[src/cam_cfg.svh]
/*
  register offsets, field positions and reset values of the counter array.
  assumes an apb slave with 32-bit words; each register one aligned word.
*/
`ifndef CAM_CFG_SVH
`define CAM_CFG_SVH
`define CAM_OFS_CTRL 12'h000
`define CAM_OFS_CNT_LO 12'h004
`define CAM_OFS_CNT_HI 12'h008
`define CAM_OFS_MODE0 12'h010
`define CAM_OFS_VLO0 12'h030
`define CAM_OFS_VHI0 12'h050
`define CAM_OFS_STRIDE 12'h004
`define CAM_MODE_RST 8'h00
`define CAM_BIT_CMP 6
`define CAM_BIT_RISE 5
`define CAM_BIT_FALL 4
`define CAM_BIT_HIT 3
`define CAM_BIT_FLIP 2
`define CAM_BIT_PWM 1
`define CAM_BIT_IRQ 0
`define CAM_CTRL_RUN 7
`define CAM_CTRL_GUARD 6
`define CAM_WDOG_MOD 4
`endif

[src/cam_pkg.sv]
/*
  types of the counter array modules.
  assumes cam_cfg.svh supplies the numbers.
*/
package cam_pkg;
  typedef struct packed {
    logic cmp_en;
    logic rise_en;
    logic fall_en;
    logic hit_en;
    logic flip_en;
    logic pwm_en;
    logic irq_en;
  } cam_mode_s;
  typedef enum logic [1:0] {CAM_IDLE, CAM_ACCESS} cam_apb_e;
endpackage : cam_pkg

[src/cam_counter_array.sv]
/*
  five capture/compare/pwm modules on one shared 16-bit counter, apb slave.
  assumes i_cnt_tick is a one-cycle enable from a divider on the same clock
  and module pins arrive asynchronously.
*/
`timescale 1ns/1ps
`include "cam_cfg.svh"
module cam_counter_array #(
  parameter int NMOD = 5
) (
  input wire logic i_clk_sys,
  input wire logic i_rstn,
  input wire logic i_cnt_tick,
  input wire logic i_psel,
  input wire logic i_penable,
  input wire logic i_pwrite,
  input wire logic [11:0] i_paddr,
  input wire logic [31:0] i_pwdata,
  output logic [31:0] o_prdata,
  output logic o_pready,
  output logic o_pslverr,
  input wire logic [NMOD-1:0] i_module_io_pin,
  output logic [NMOD-1:0] o_module_io_pin,
  output logic [NMOD-1:0] o_module_io_pin_oe_n,
  output logic o_irq,
  output logic o_internal_reset
);
  cam_pkg::cam_mode_s mode_q [NMOD], mode_d [NMOD];
  logic [7:0] vlo_q [NMOD], vlo_d [NMOD];
  logic [7:0] vhi_q [NMOD], vhi_d [NMOD];
  logic [NMOD-1:0] flag_q, flag_d, pin_q, pin_d;
  logic [NMOD-1:0] sync1_q, sync2_q, prev_q;
  logic [15:0] cnt_q, cnt_d;
  logic run_q, run_d, guard_q, guard_d;
  logic [31:0] rdata_q, rdata_d;
  logic slverr_q, slverr_d, rst_q, rst_d;
  cam_pkg::cam_apb_e st_q, st_d;
  logic wr, rd;
  logic [NMOD-1:0] hit, ev;

  assign wr = i_psel && i_penable && i_pwrite;
  assign rd = i_psel && i_penable && !i_pwrite;

  // zero-wait slave: access phase completes in its first cycle
  always_comb begin
    st_d = st_q;
    case (st_q)
      cam_pkg::CAM_IDLE: if (i_psel && !i_penable) st_d = cam_pkg::CAM_ACCESS;
      cam_pkg::CAM_ACCESS: st_d = cam_pkg::CAM_IDLE;
      default: st_d = cam_pkg::CAM_IDLE;
    endcase
  end
  assign o_pready = 1'b1;
  assign o_prdata = rdata_q;
  assign o_pslverr = slverr_q;

  genvar g;
  generate
    for (g = 0; g < NMOD; g++) begin : g_mod
      logic rise, fall, cap, eq, cmp_ok;
      logic [11:0] a_mode, a_vlo, a_vhi;
      assign a_mode = `CAM_OFS_MODE0 + 12'(g) * `CAM_OFS_STRIDE;
      assign a_vlo = `CAM_OFS_VLO0 + 12'(g) * `CAM_OFS_STRIDE;
      assign a_vhi = `CAM_OFS_VHI0 + 12'(g) * `CAM_OFS_STRIDE;
      assign rise = sync2_q[g] && !prev_q[g];
      assign fall = !sync2_q[g] && prev_q[g];
      assign cap = (mode_q[g].rise_en && rise) ||
                   (mode_q[g].fall_en && fall);
      assign eq = cnt_q == {vhi_q[g], vlo_q[g]};
      assign cmp_ok = mode_q[g].cmp_en && mode_q[g].hit_en && !mode_q[g].pwm_en;
      assign hit[g] = cmp_ok && eq && i_cnt_tick && run_q;
      assign ev[g] = cap || hit[g];

      always_comb begin
        mode_d[g] = mode_q[g];
        vlo_d[g] = vlo_q[g];
        vhi_d[g] = vhi_q[g];
        pin_d[g] = pin_q[g];
        if (wr && i_paddr == a_mode)
          mode_d[g] = cam_pkg::cam_mode_s'(i_pwdata[6:0]);
        if (wr && i_paddr == a_vlo) begin
          vlo_d[g] = i_pwdata[7:0];
          mode_d[g].cmp_en = 1'b0;
        end
        if (wr && i_paddr == a_vhi) begin
          vhi_d[g] = i_pwdata[7:0];
          mode_d[g].cmp_en = 1'b1;
        end
        if (cap) begin
          vlo_d[g] = cnt_q[7:0];
          vhi_d[g] = cnt_q[15:8];
        end
        if (mode_q[g].pwm_en && mode_q[g].cmp_en) begin
          // pin follows comparison of shared low byte, so one frequency
          pin_d[g] = cnt_q[7:0] >= vlo_q[g];
          // reload only at wrap so duty changes mid-period only on a vlo write or a capture
          if (i_cnt_tick && run_q && cnt_q[7:0] == 8'hff)
            vlo_d[g] = vhi_q[g];
        end else if (hit[g] && mode_q[g].flip_en) begin
          pin_d[g] = !pin_q[g];
        end
      end

      always_ff @(posedge i_clk_sys) begin
        if (!i_rstn) begin
          mode_q[g] <= cam_pkg::cam_mode_s'(`CAM_MODE_RST);
          vlo_q[g] <= 8'h00;
          vhi_q[g] <= 8'h00;
        end else begin
          mode_q[g] <= mode_d[g];
          vlo_q[g] <= vlo_d[g];
          vhi_q[g] <= vhi_d[g];
        end
      end
    end
  endgenerate

  always_comb begin
    cnt_d = cnt_q;
    run_d = run_q;
    guard_d = guard_q;
    flag_d = flag_q;
    rst_d = 1'b0;
    if (wr && i_paddr == `CAM_OFS_CTRL) begin
      run_d = i_pwdata[`CAM_CTRL_RUN];
      guard_d = i_pwdata[`CAM_CTRL_GUARD];
      flag_d = flag_q & i_pwdata[NMOD-1:0]; // write zero clears
    end
    flag_d = flag_d | ev;
    if (i_cnt_tick && run_q)
      cnt_d = cnt_q + 16'h0001;
    if (wr && i_paddr == `CAM_OFS_CNT_LO)
      cnt_d[7:0] = i_pwdata[7:0];
    if (wr && i_paddr == `CAM_OFS_CNT_HI)
      cnt_d[15:8] = i_pwdata[7:0];
    // watchdog is module 4 only; drives internal reset, and toggles pin 4 too if its flip_en is set
    if (guard_q && hit[`CAM_WDOG_MOD]) rst_d = 1'b1;
  end

  always_comb begin
    rdata_d = 32'h0000_0000;
    slverr_d = 1'b0;
    if (i_psel && !i_penable) begin
      if (i_paddr == `CAM_OFS_CTRL)
        rdata_d = {24'h0, run_q, guard_q, 1'b0, flag_q};
      else if (i_paddr == `CAM_OFS_CNT_LO) rdata_d = {24'h0, cnt_q[7:0]};
      else if (i_paddr == `CAM_OFS_CNT_HI) rdata_d = {24'h0, cnt_q[15:8]};
      else slverr_d = 1'b1;
      for (int k = 0; k < NMOD; k++) begin
        if (i_paddr == `CAM_OFS_MODE0 + 12'(k) * `CAM_OFS_STRIDE) begin
          rdata_d = {25'h0, mode_q[k]};
          slverr_d = 1'b0;
        end
        if (i_paddr == `CAM_OFS_VLO0 + 12'(k) * `CAM_OFS_STRIDE) begin
          rdata_d = {24'h0, vlo_q[k]};
          slverr_d = 1'b0;
        end
        if (i_paddr == `CAM_OFS_VHI0 + 12'(k) * `CAM_OFS_STRIDE) begin
          rdata_d = {24'h0, vhi_q[k]};
          slverr_d = 1'b0;
        end
      end
    end else if (st_q == cam_pkg::CAM_ACCESS) begin
      rdata_d = rdata_q;
      slverr_d = slverr_q;
    end
  end

  always_comb begin
    o_irq = 1'b0;
    for (int k = 0; k < NMOD; k++)
      if (flag_q[k] && mode_q[k].irq_en) o_irq = 1'b1;
  end

  assign o_module_io_pin = pin_q;
  assign o_module_io_pin_oe_n = ~{NMOD{1'b0}} ^ pin_drv(mode_q);
  assign o_internal_reset = rst_q;

  function automatic logic [NMOD-1:0] pin_drv(input cam_pkg::cam_mode_s m [NMOD]);
    logic [NMOD-1:0] r;
    r = '0;
    for (int k = 0; k < NMOD; k++)
      r[k] = m[k].flip_en || (m[k].pwm_en && m[k].cmp_en);
    return r;
  endfunction : pin_drv

  always_ff @(posedge i_clk_sys) begin
    if (!i_rstn) begin
      cnt_q <= 16'h0000;
      run_q <= 1'b0;
      guard_q <= 1'b0;
      flag_q <= '0;
      pin_q <= '0;
      sync1_q <= '0;
      sync2_q <= '0;
      prev_q <= '0;
      rdata_q <= 32'h0000_0000;
      slverr_q <= 1'b0;
      rst_q <= 1'b0;
      st_q <= cam_pkg::CAM_IDLE;
    end else begin
      cnt_q <= cnt_d;
      run_q <= run_d;
      guard_q <= guard_d;
      flag_q <= flag_d;
      pin_q <= pin_d;
      sync1_q <= i_module_io_pin;
      sync2_q <= sync1_q;
      prev_q <= sync2_q;
      rdata_q <= rdata_d;
      slverr_q <= slverr_d;
      rst_q <= rst_d;
      st_q <= st_d;
    end
  end
endmodule : cam_counter_array

[config.mk]
export PLATFORM = sky130hd
export DESIGN_NAME = cam_counter_array
export DESIGN_NICKNAME = d
export VERILOG_FILES = /design/src/cam_pkg.sv /design/src/cam_counter_array.sv
export VERILOG_INCLUDE_DIRS = /design/src
export SDC_FILE = /design/constraint.sdc
export NUM_CORES = 1
export LEC_CHECK = 0
export BUFFER_PORTS_ARGS = -buffer_cell sky130_fd_sc_hd__buf_2
export CAP_MARGIN = 20
export CORE_UTILIZATION = 46
export DETAILED_ROUTE_END_ITERATION = 10
export PLACE_DENSITY_LB_ADDON = 0.12
export SLEW_MARGIN = 20
export SYNTH_ARGS = -nofsm -noshare
export SYNTH_HDL_FRONTEND = slang
export SYNTH_SLANG_ARGS = --single-unit
[constraint.sdc]
create_clock -name i_clk_sys -period 2.5 [get_ports i_clk_sys]
set_clock_uncertainty 0.2 [all_clocks]
set_input_delay 0.625 -clock i_clk_sys [delete_from_list [all_inputs] [get_ports i_clk_sys]]
set_output_delay 0.625 -clock i_clk_sys [all_outputs]
set_load 0.01 [all_outputs]
---- Word level (Yosys, flattened, before mapping) ----
Memory sizes are Yosys's and may differ from the RTL's.
Cells that the tools add are included.
word-level totals
  flip-flop bits (word level) ............. 113
  latch bits .............................. 0
  bits in writable memories ............... 80
  memory bits (read-only) ................. 0
  input bits .............................. 55
  output and inout port bits .............. 46
  word-level logic and storage cells ...... 349
  memories ................................ 2
operators by class
  add/sub/neg operators ................... 1
  multiply operators ...................... 0
  divide/modulo/power cells ............... 0
  $lt $le $gt $ge ......................... 5
  equal/unequal tests ..................... 24
  shifts and indexed selects .............. 0
  mux-type cells .......................... 117
  bitwise operators ....................... 13
  reductions and logical operators ........ 135
memory list
  memory  depth  bits a word  rd ports  clocked after Yosys merged registers in  wr ports  RTL line                 text
  vhi_q   5      8            5         0                                        5         cam_counter_array.sv:30  logic [7:0] vhi_q [NMOD], vhi_d [NMOD];
  vlo_q   5      8            5         0                                        5         cam_counter_array.sv:29  logic [7:0] vlo_q [NMOD], vlo_d [NMOD];
operators with widths
  cell                                             count
  2-to-1 mux 32 bit                                17
  2-to-1 mux 8 bit                                 45
  logical AND 1 bit                                84
  == test 16 bit                                   5
  == test 12 x 7 -> 1 bit (second input constant)  6
  == test 12 x 6 -> 1 bit (second input constant)  5
  == test 12 x 5 -> 1 bit (second input constant)  4
  2-to-1 mux 1 bit                                 48
  >= comparator 8 bit                              5
  2-to-1 mux 7 bit                                 5
  logical NOT 1 bit                                21
  adder 16 x 1 -> 16 bit (second input constant)   1
  2-to-1 mux 16 bit                                1
  logical OR 1 bit                                 15
  nonzero test 3 bit                               5
  nonzero test 2 bit                               7
  == test 12 x 3 -> 1 bit (second input constant)  1
  == test 12 x 4 -> 1 bit (second input constant)  1
  logical NOT 12 bit                               1
  OR 1 bit                                         10
  == test 8 bit (second input constant)            1
  bitwise AND 5 bit                                1
  2-to-1 mux 5 bit                                 1
  inverter 5 bit                                   1
  4 further kinds                                  4

---- Logic depth before layout (Yosys ltp) ----
  depth after elaboration ................. 20
  mapped depth ............................ 10

---- Worst setup path after synthesis ----
OpenSTA, ideal clock, no wires.
  path kind ............................... reg2reg
  from .................................... register cnt_q[0]
  to ...................................... register pin_q[4], in the netlist o_module_io_pin[4]
  arrival ................................. 2362 ps
  setup slack ............................. -120 ps
  cell stages (with the launch flop) ...... 10
  buffers on the path ..................... 1
  period minus slack after synthesis ...... 2620 ps
  cells stage by stage .................... dfxtp_1 clkbuf_1 inv_1 ha_1 nand4b_1 or4_1 nor4_1 a31oi_1 a31oi_1 o21a_1
on the way
  cells in the longest elaborated chain, start to end .. 6
  elaborated cells on any way between the ends .. 8
  those cells by class .................... order compare: 1; eq/ne: 1; mux: 1; reduce/logical: 5
RTL lines
  what                             RTL line                  text
  start: declaration               cam_counter_array.sv:33   logic [15:0] cnt_q, cnt_d;
  start signal: assignment         cam_counter_array.sv:202  cnt_q <= cnt_d;
  == test 16 bit                   cam_counter_array.sv:69   assign eq = cnt_q == {vhi_q[g], vlo_q[g]};
  logical AND 1 bit (3 in series)  cam_counter_array.sv:71   assign hit[g] = cmp_ok && eq && i_cnt_tick && run_q;
  logical AND 1 bit                cam_counter_array.sv:99   end else if (hit[g] && mode_q[g].flip_en) begin
  nonzero test 2 bit (no line)     n/a
  end signal: assignment           cam_counter_array.sv:206  pin_q <= pin_d;
  end: declaration                 cam_counter_array.sv:31   logic [NMOD-1:0] flag_q, flag_d, pin_q, pin_d;
Several ways; a longest one is shown, not always the timed one.
A chain may end at the register's enable or synchronous reset.

---- Final worst setup path ----
  from .................................... register cnt_q[3]
  to ...................................... register pin_q[4], in the netlist o_module_io_pin[4]
Same word-level chain as after synthesis.

==> summary.md <==
| Metric | Value |
|---|---|
| Outcome | `finished, final reports clean` |
| Synth Warn # | `0` |
| Critical path depth | `9` |
| Iter 0 DRT Violations | `1205` |
| Clock Sinks | `169` |
| Async set-reset flop share out of synthesis | `0` |
| CP max FO | `7` |
| Worst Path Required | `2.70 ns` |
| Die area | `0.0247 mm^2` |
| VDD IR-drop max | `0.333 mV` |
| Worst skew pair latency | `0.45 ns` |
| Setup Crit Path Kind | `reg2reg` |
| CP peak stage delay | `0.53 ns` |
| Tmin final | `2.40 ns` |
| Max-Cap Viols | `0` |
| Synth cell types | `84` |
| RSZ-0062 raised after global routing | `false` |
| Die Ht | `157 um` |
| Placed Cells | `1929` |
| Per-cell routed wire length | `25.4 um` |
| I/O Pins | `101` |
| Pwr dens | `433 mW/mm^2` |
| FF-to-FF path depth | `9` |
| Hold Vio Cnt, Final | `0` |
| DP HPWL | `37500 um` |
| DP Worst Slack | `-0.308 ns` |
| Slew margin rel. | `0.480` |
| Postcts setup bufs | `0` |
| Port Buffers | `51` |
| Vias/cell | `6.18` |
| Initial antenna violation count | `0` |
| GP Congestion | `0.984` |
| R2R Setup Slk | `0.1 ns` |
| Die W | `157 um` |
| Overall Global Routing Usage | `0.411` |
| Setup TNS | `0 ns` |
| Crit-path cells | `buf_12, ha_1, nand3_1, or4_4, nor4_4, buf_4, a31oi_1, a31oi_1, o21a_1` |
| Vias after detailed routing | `12.1k` |
| Final WS setup | `0.0962 ns` |
| Vias in the first global route | `11.4k` |
| Crit end category | `flip-flop` |
| Startpoint Class | `flip-flop` |
| Min-Delay Endpoint | `sync1_q[4]` |
| Area growth syn-to-layout | `25.8%` |
| Main flop type after synthesis | `dfxtp_1` |
| Reg2reg start | `cnt_q[3]` |
| CP top delay family | `simple AND/OR/NAND/NOR gates` |
| Syn Std Cell Area | `0.0111 mm^2` |
| Most Frequent Cell on Critical Path | `a31oi_1` |
| Share of layout cells above drive strength 1 | `0.226` |
| # DRC | `0` |
| Core Box Area | `0.0235 mm^2` |
| # hold bufs at CTS | `0` |
| Total grt overflow | `0` |
| 1st-pass router iterations | `5` |
| Final wirelength | `49700 um` |
| Post-DRT Antenna Nets | `0` |
| Slew Viols, Final | `0` |
| Hold Startpoint | `i_module_io_pin[4]` |
| Buf+Inv Stages, Crit Path | `2` |
| Final setup fails | `0` |
| Cells after Synth | `1420` |
| # nets final | `1725` |
| Fillers | `2210` |
| Worst path arrival time | `2.61 ns` |
| Total power draw | `6.02 mW` |
| Number of flops mapped to enable cells by yosys | `0` |
| CTS tree | `done` |
| Synth Register Bits | `169` |
| First-pass GRT wire length | `73300 um` |
| Row cnt | `56` |
| Worst hold path class | `in2reg` |
| Finished Layout Cells | `1961` |
| Max H-tree Level | `4` |
| Worst Hold Depth | `2` |
| Hold Slack | `0.177 ns` |
| CTS Buf Count | `17` |
| Fmax | `0.416 GHz` |
| Critical path's slowest cell | `or4_4` |
| Reg-to-reg endpoint | `o_module_io_pin[4]` |
| Clk buf depth | `2` |
| Mean post-synth cell area | `7.79 um^2` |
| N_diodes | `0` |
| Period utilisation layout | `0.962` |
| Lkg Pwr | `5.57 nW` |
| Largest net degree at the start of global routing | `101` |
| Seq/Total Area, Yosys | `0.306` |
| Worst-Margin Slew | `0.775 ns` |
| Starting Density | `0.470` |
| Clock Tree Root | `clkbuf_16` |
| Clock transition at path regs | `0.09 ns` |
flip-flops by register name, indices dropped and copies added (netlist names), 8 cells and up:
signal and cells:
mode_q 35, vhi_q 40, o_prdata 8, vlo_q 40, cnt_q 16
per-stage QoR:
step	area, um^2	util
after global routing	13900	0.591
after global placement	13300	0.564
after floorplan	11200	-
after CTS	13900	0.590
final	13900	0.591
after detailed placement	13300	0.564
area by class of cell:
class / count / area (um^2) / area share
clock inverter: 14 / 156 / 0.0112
tap: 319 / 399 / 0.0287
clock buffer: 18 / 439 / 0.0316
timing repair buffer: 299 / 2370 / 0.170
inverter: 48 / 181 / 0.0130
sequential: 169 / 3390 / 0.244
multi-input combinational: 1094 / 6980 / 0.502
per-layer routing:
| layer | GRT usage | wire [um] |
|---|---|---|
| met5 | 0 | 0 |
| met4 | 0.258 | 3110 |
| met3 | 0.0556 | 3850 |
| met2 | 0.641 | 22300 |
| met1 | 0.537 | 20500 |
cell usage after synthesis, drive strengths merged (4+ instances only):
| cell type | instances | area share |
|---|---|---|
| xor2 | 41 | 0.032 |
| or3 | 12 | 0.0068 |
| ha | 41 | 0.046 |
| nand2b | 16 | 0.0091 |
| a21o | 18 | 0.012 |
| and2 | 18 | 0.010 |
| nand3 | 46 | 0.021 |
| o21a | 7 | 0.0048 |
| o2111ai | 4 | 0.0032 |
| a311oi | 28 | 0.022 |
| a221oi | 6 | 0.0048 |
| a211o | 10 | 0.0079 |
| nand2 | 205 | 0.070 |
| a22oi | 15 | 0.010 |
| clkbuf | 72 | 0.024 |
| o311ai | 4 | 0.0032 |
| o21ai | 56 | 0.026 |
| o22ai | 5 | 0.0028 |
| and3 | 14 | 0.0079 |
| a21oi | 108 | 0.049 |
| xnor2 | 17 | 0.013 |
| nand4 | 20 | 0.011 |
| a31oi | 9 | 0.0051 |
| mux2i | 52 | 0.047 |
| nor2 | 125 | 0.045 |
| a211oi | 37 | 0.025 |
| o31ai | 5 | 0.0034 |
| dfxtp | 169 | 0.31 |
| nand4b | 4 | 0.0032 |
| or3b | 5 | 0.0040 |
| a221o | 32 | 0.029 |
| nor3 | 19 | 0.012 |
| buf | 60 | 0.034 |
| nor2b | 14 | 0.0079 |
| o32ai | 4 | 0.0032 |
| nand3b | 5 | 0.0034 |
| inv | 46 | 0.016 |
| nor4 | 17 | 0.012 |
how the worst max path moves through the flow:
| stage | to | startpoint | slack [ns] |
|---|---|---|---|
| after floorplan | vlo_q[0][7] | i_paddr[3] | 0.04 |
| after global placement | o_prdata[0] | i_paddr[5] | -0.28 |
| after detailed placement | o_prdata[0] | i_paddr[5] | -0.31 |
| after CTS | o_module_io_pin[4] | cnt_q[3] | 0.005 |
| after global routing | vlo_q[0][5] | cnt_q[1] | 0.004 |
| final | o_module_io_pin[4] | cnt_q[3] | 0.1 |
cell families (layout without fill, tap and decap cells):
kind of cell	count (synthesis)	after routing	share of synthesized area
simple gates	538	538	0.240
compound gates	378	378	0.237
buf+inv	180	379	0.0748
flops	169	169	0.306
xor+xnor	58	58	0.0459
mux	54	54	0.0491
fa+ha+maj	41	41	0.0464
other cells	2	25	0.000679
timing repair:
action	in CTS	in global routing
resized for setup	8	3
gates cloned	0	0
pin swaps	3	1
setup endpoints to repair	17	3
layout by cell type (no fill, tap or decap), drive strengths merged, types with 6 or more instances in the layout:
cell type,instances
buf,299
nand2,205
dfxtp,169
nor2,125
a21oi,108
o21ai,56
mux2i,52
inv,51
nand3,46
xor2,41
ha,41
a211oi,37
a221o,32
a311oi,28
conb,25
nand4,20
nor3,19
and2,18
a21o,18
clkbuf,18
xnor2,17
nor4,17
nand2b,16
a22oi,15
and3,14
nor2b,14
or3,12
a211o,10
a31oi,9
clkinv,8
o21a,7
a221oi,6
power by group:
part           leakage [nW]  switching (mW)  internal, mW  total [mW]
logic                  3.92           0.359         0.203       0.562
registers              1.37         0.00783          2.70        2.71
clock network         0.282            1.38          1.37        2.75
total                  5.57            1.75          4.27        6.02
Power figures use the tool's default switching activity.
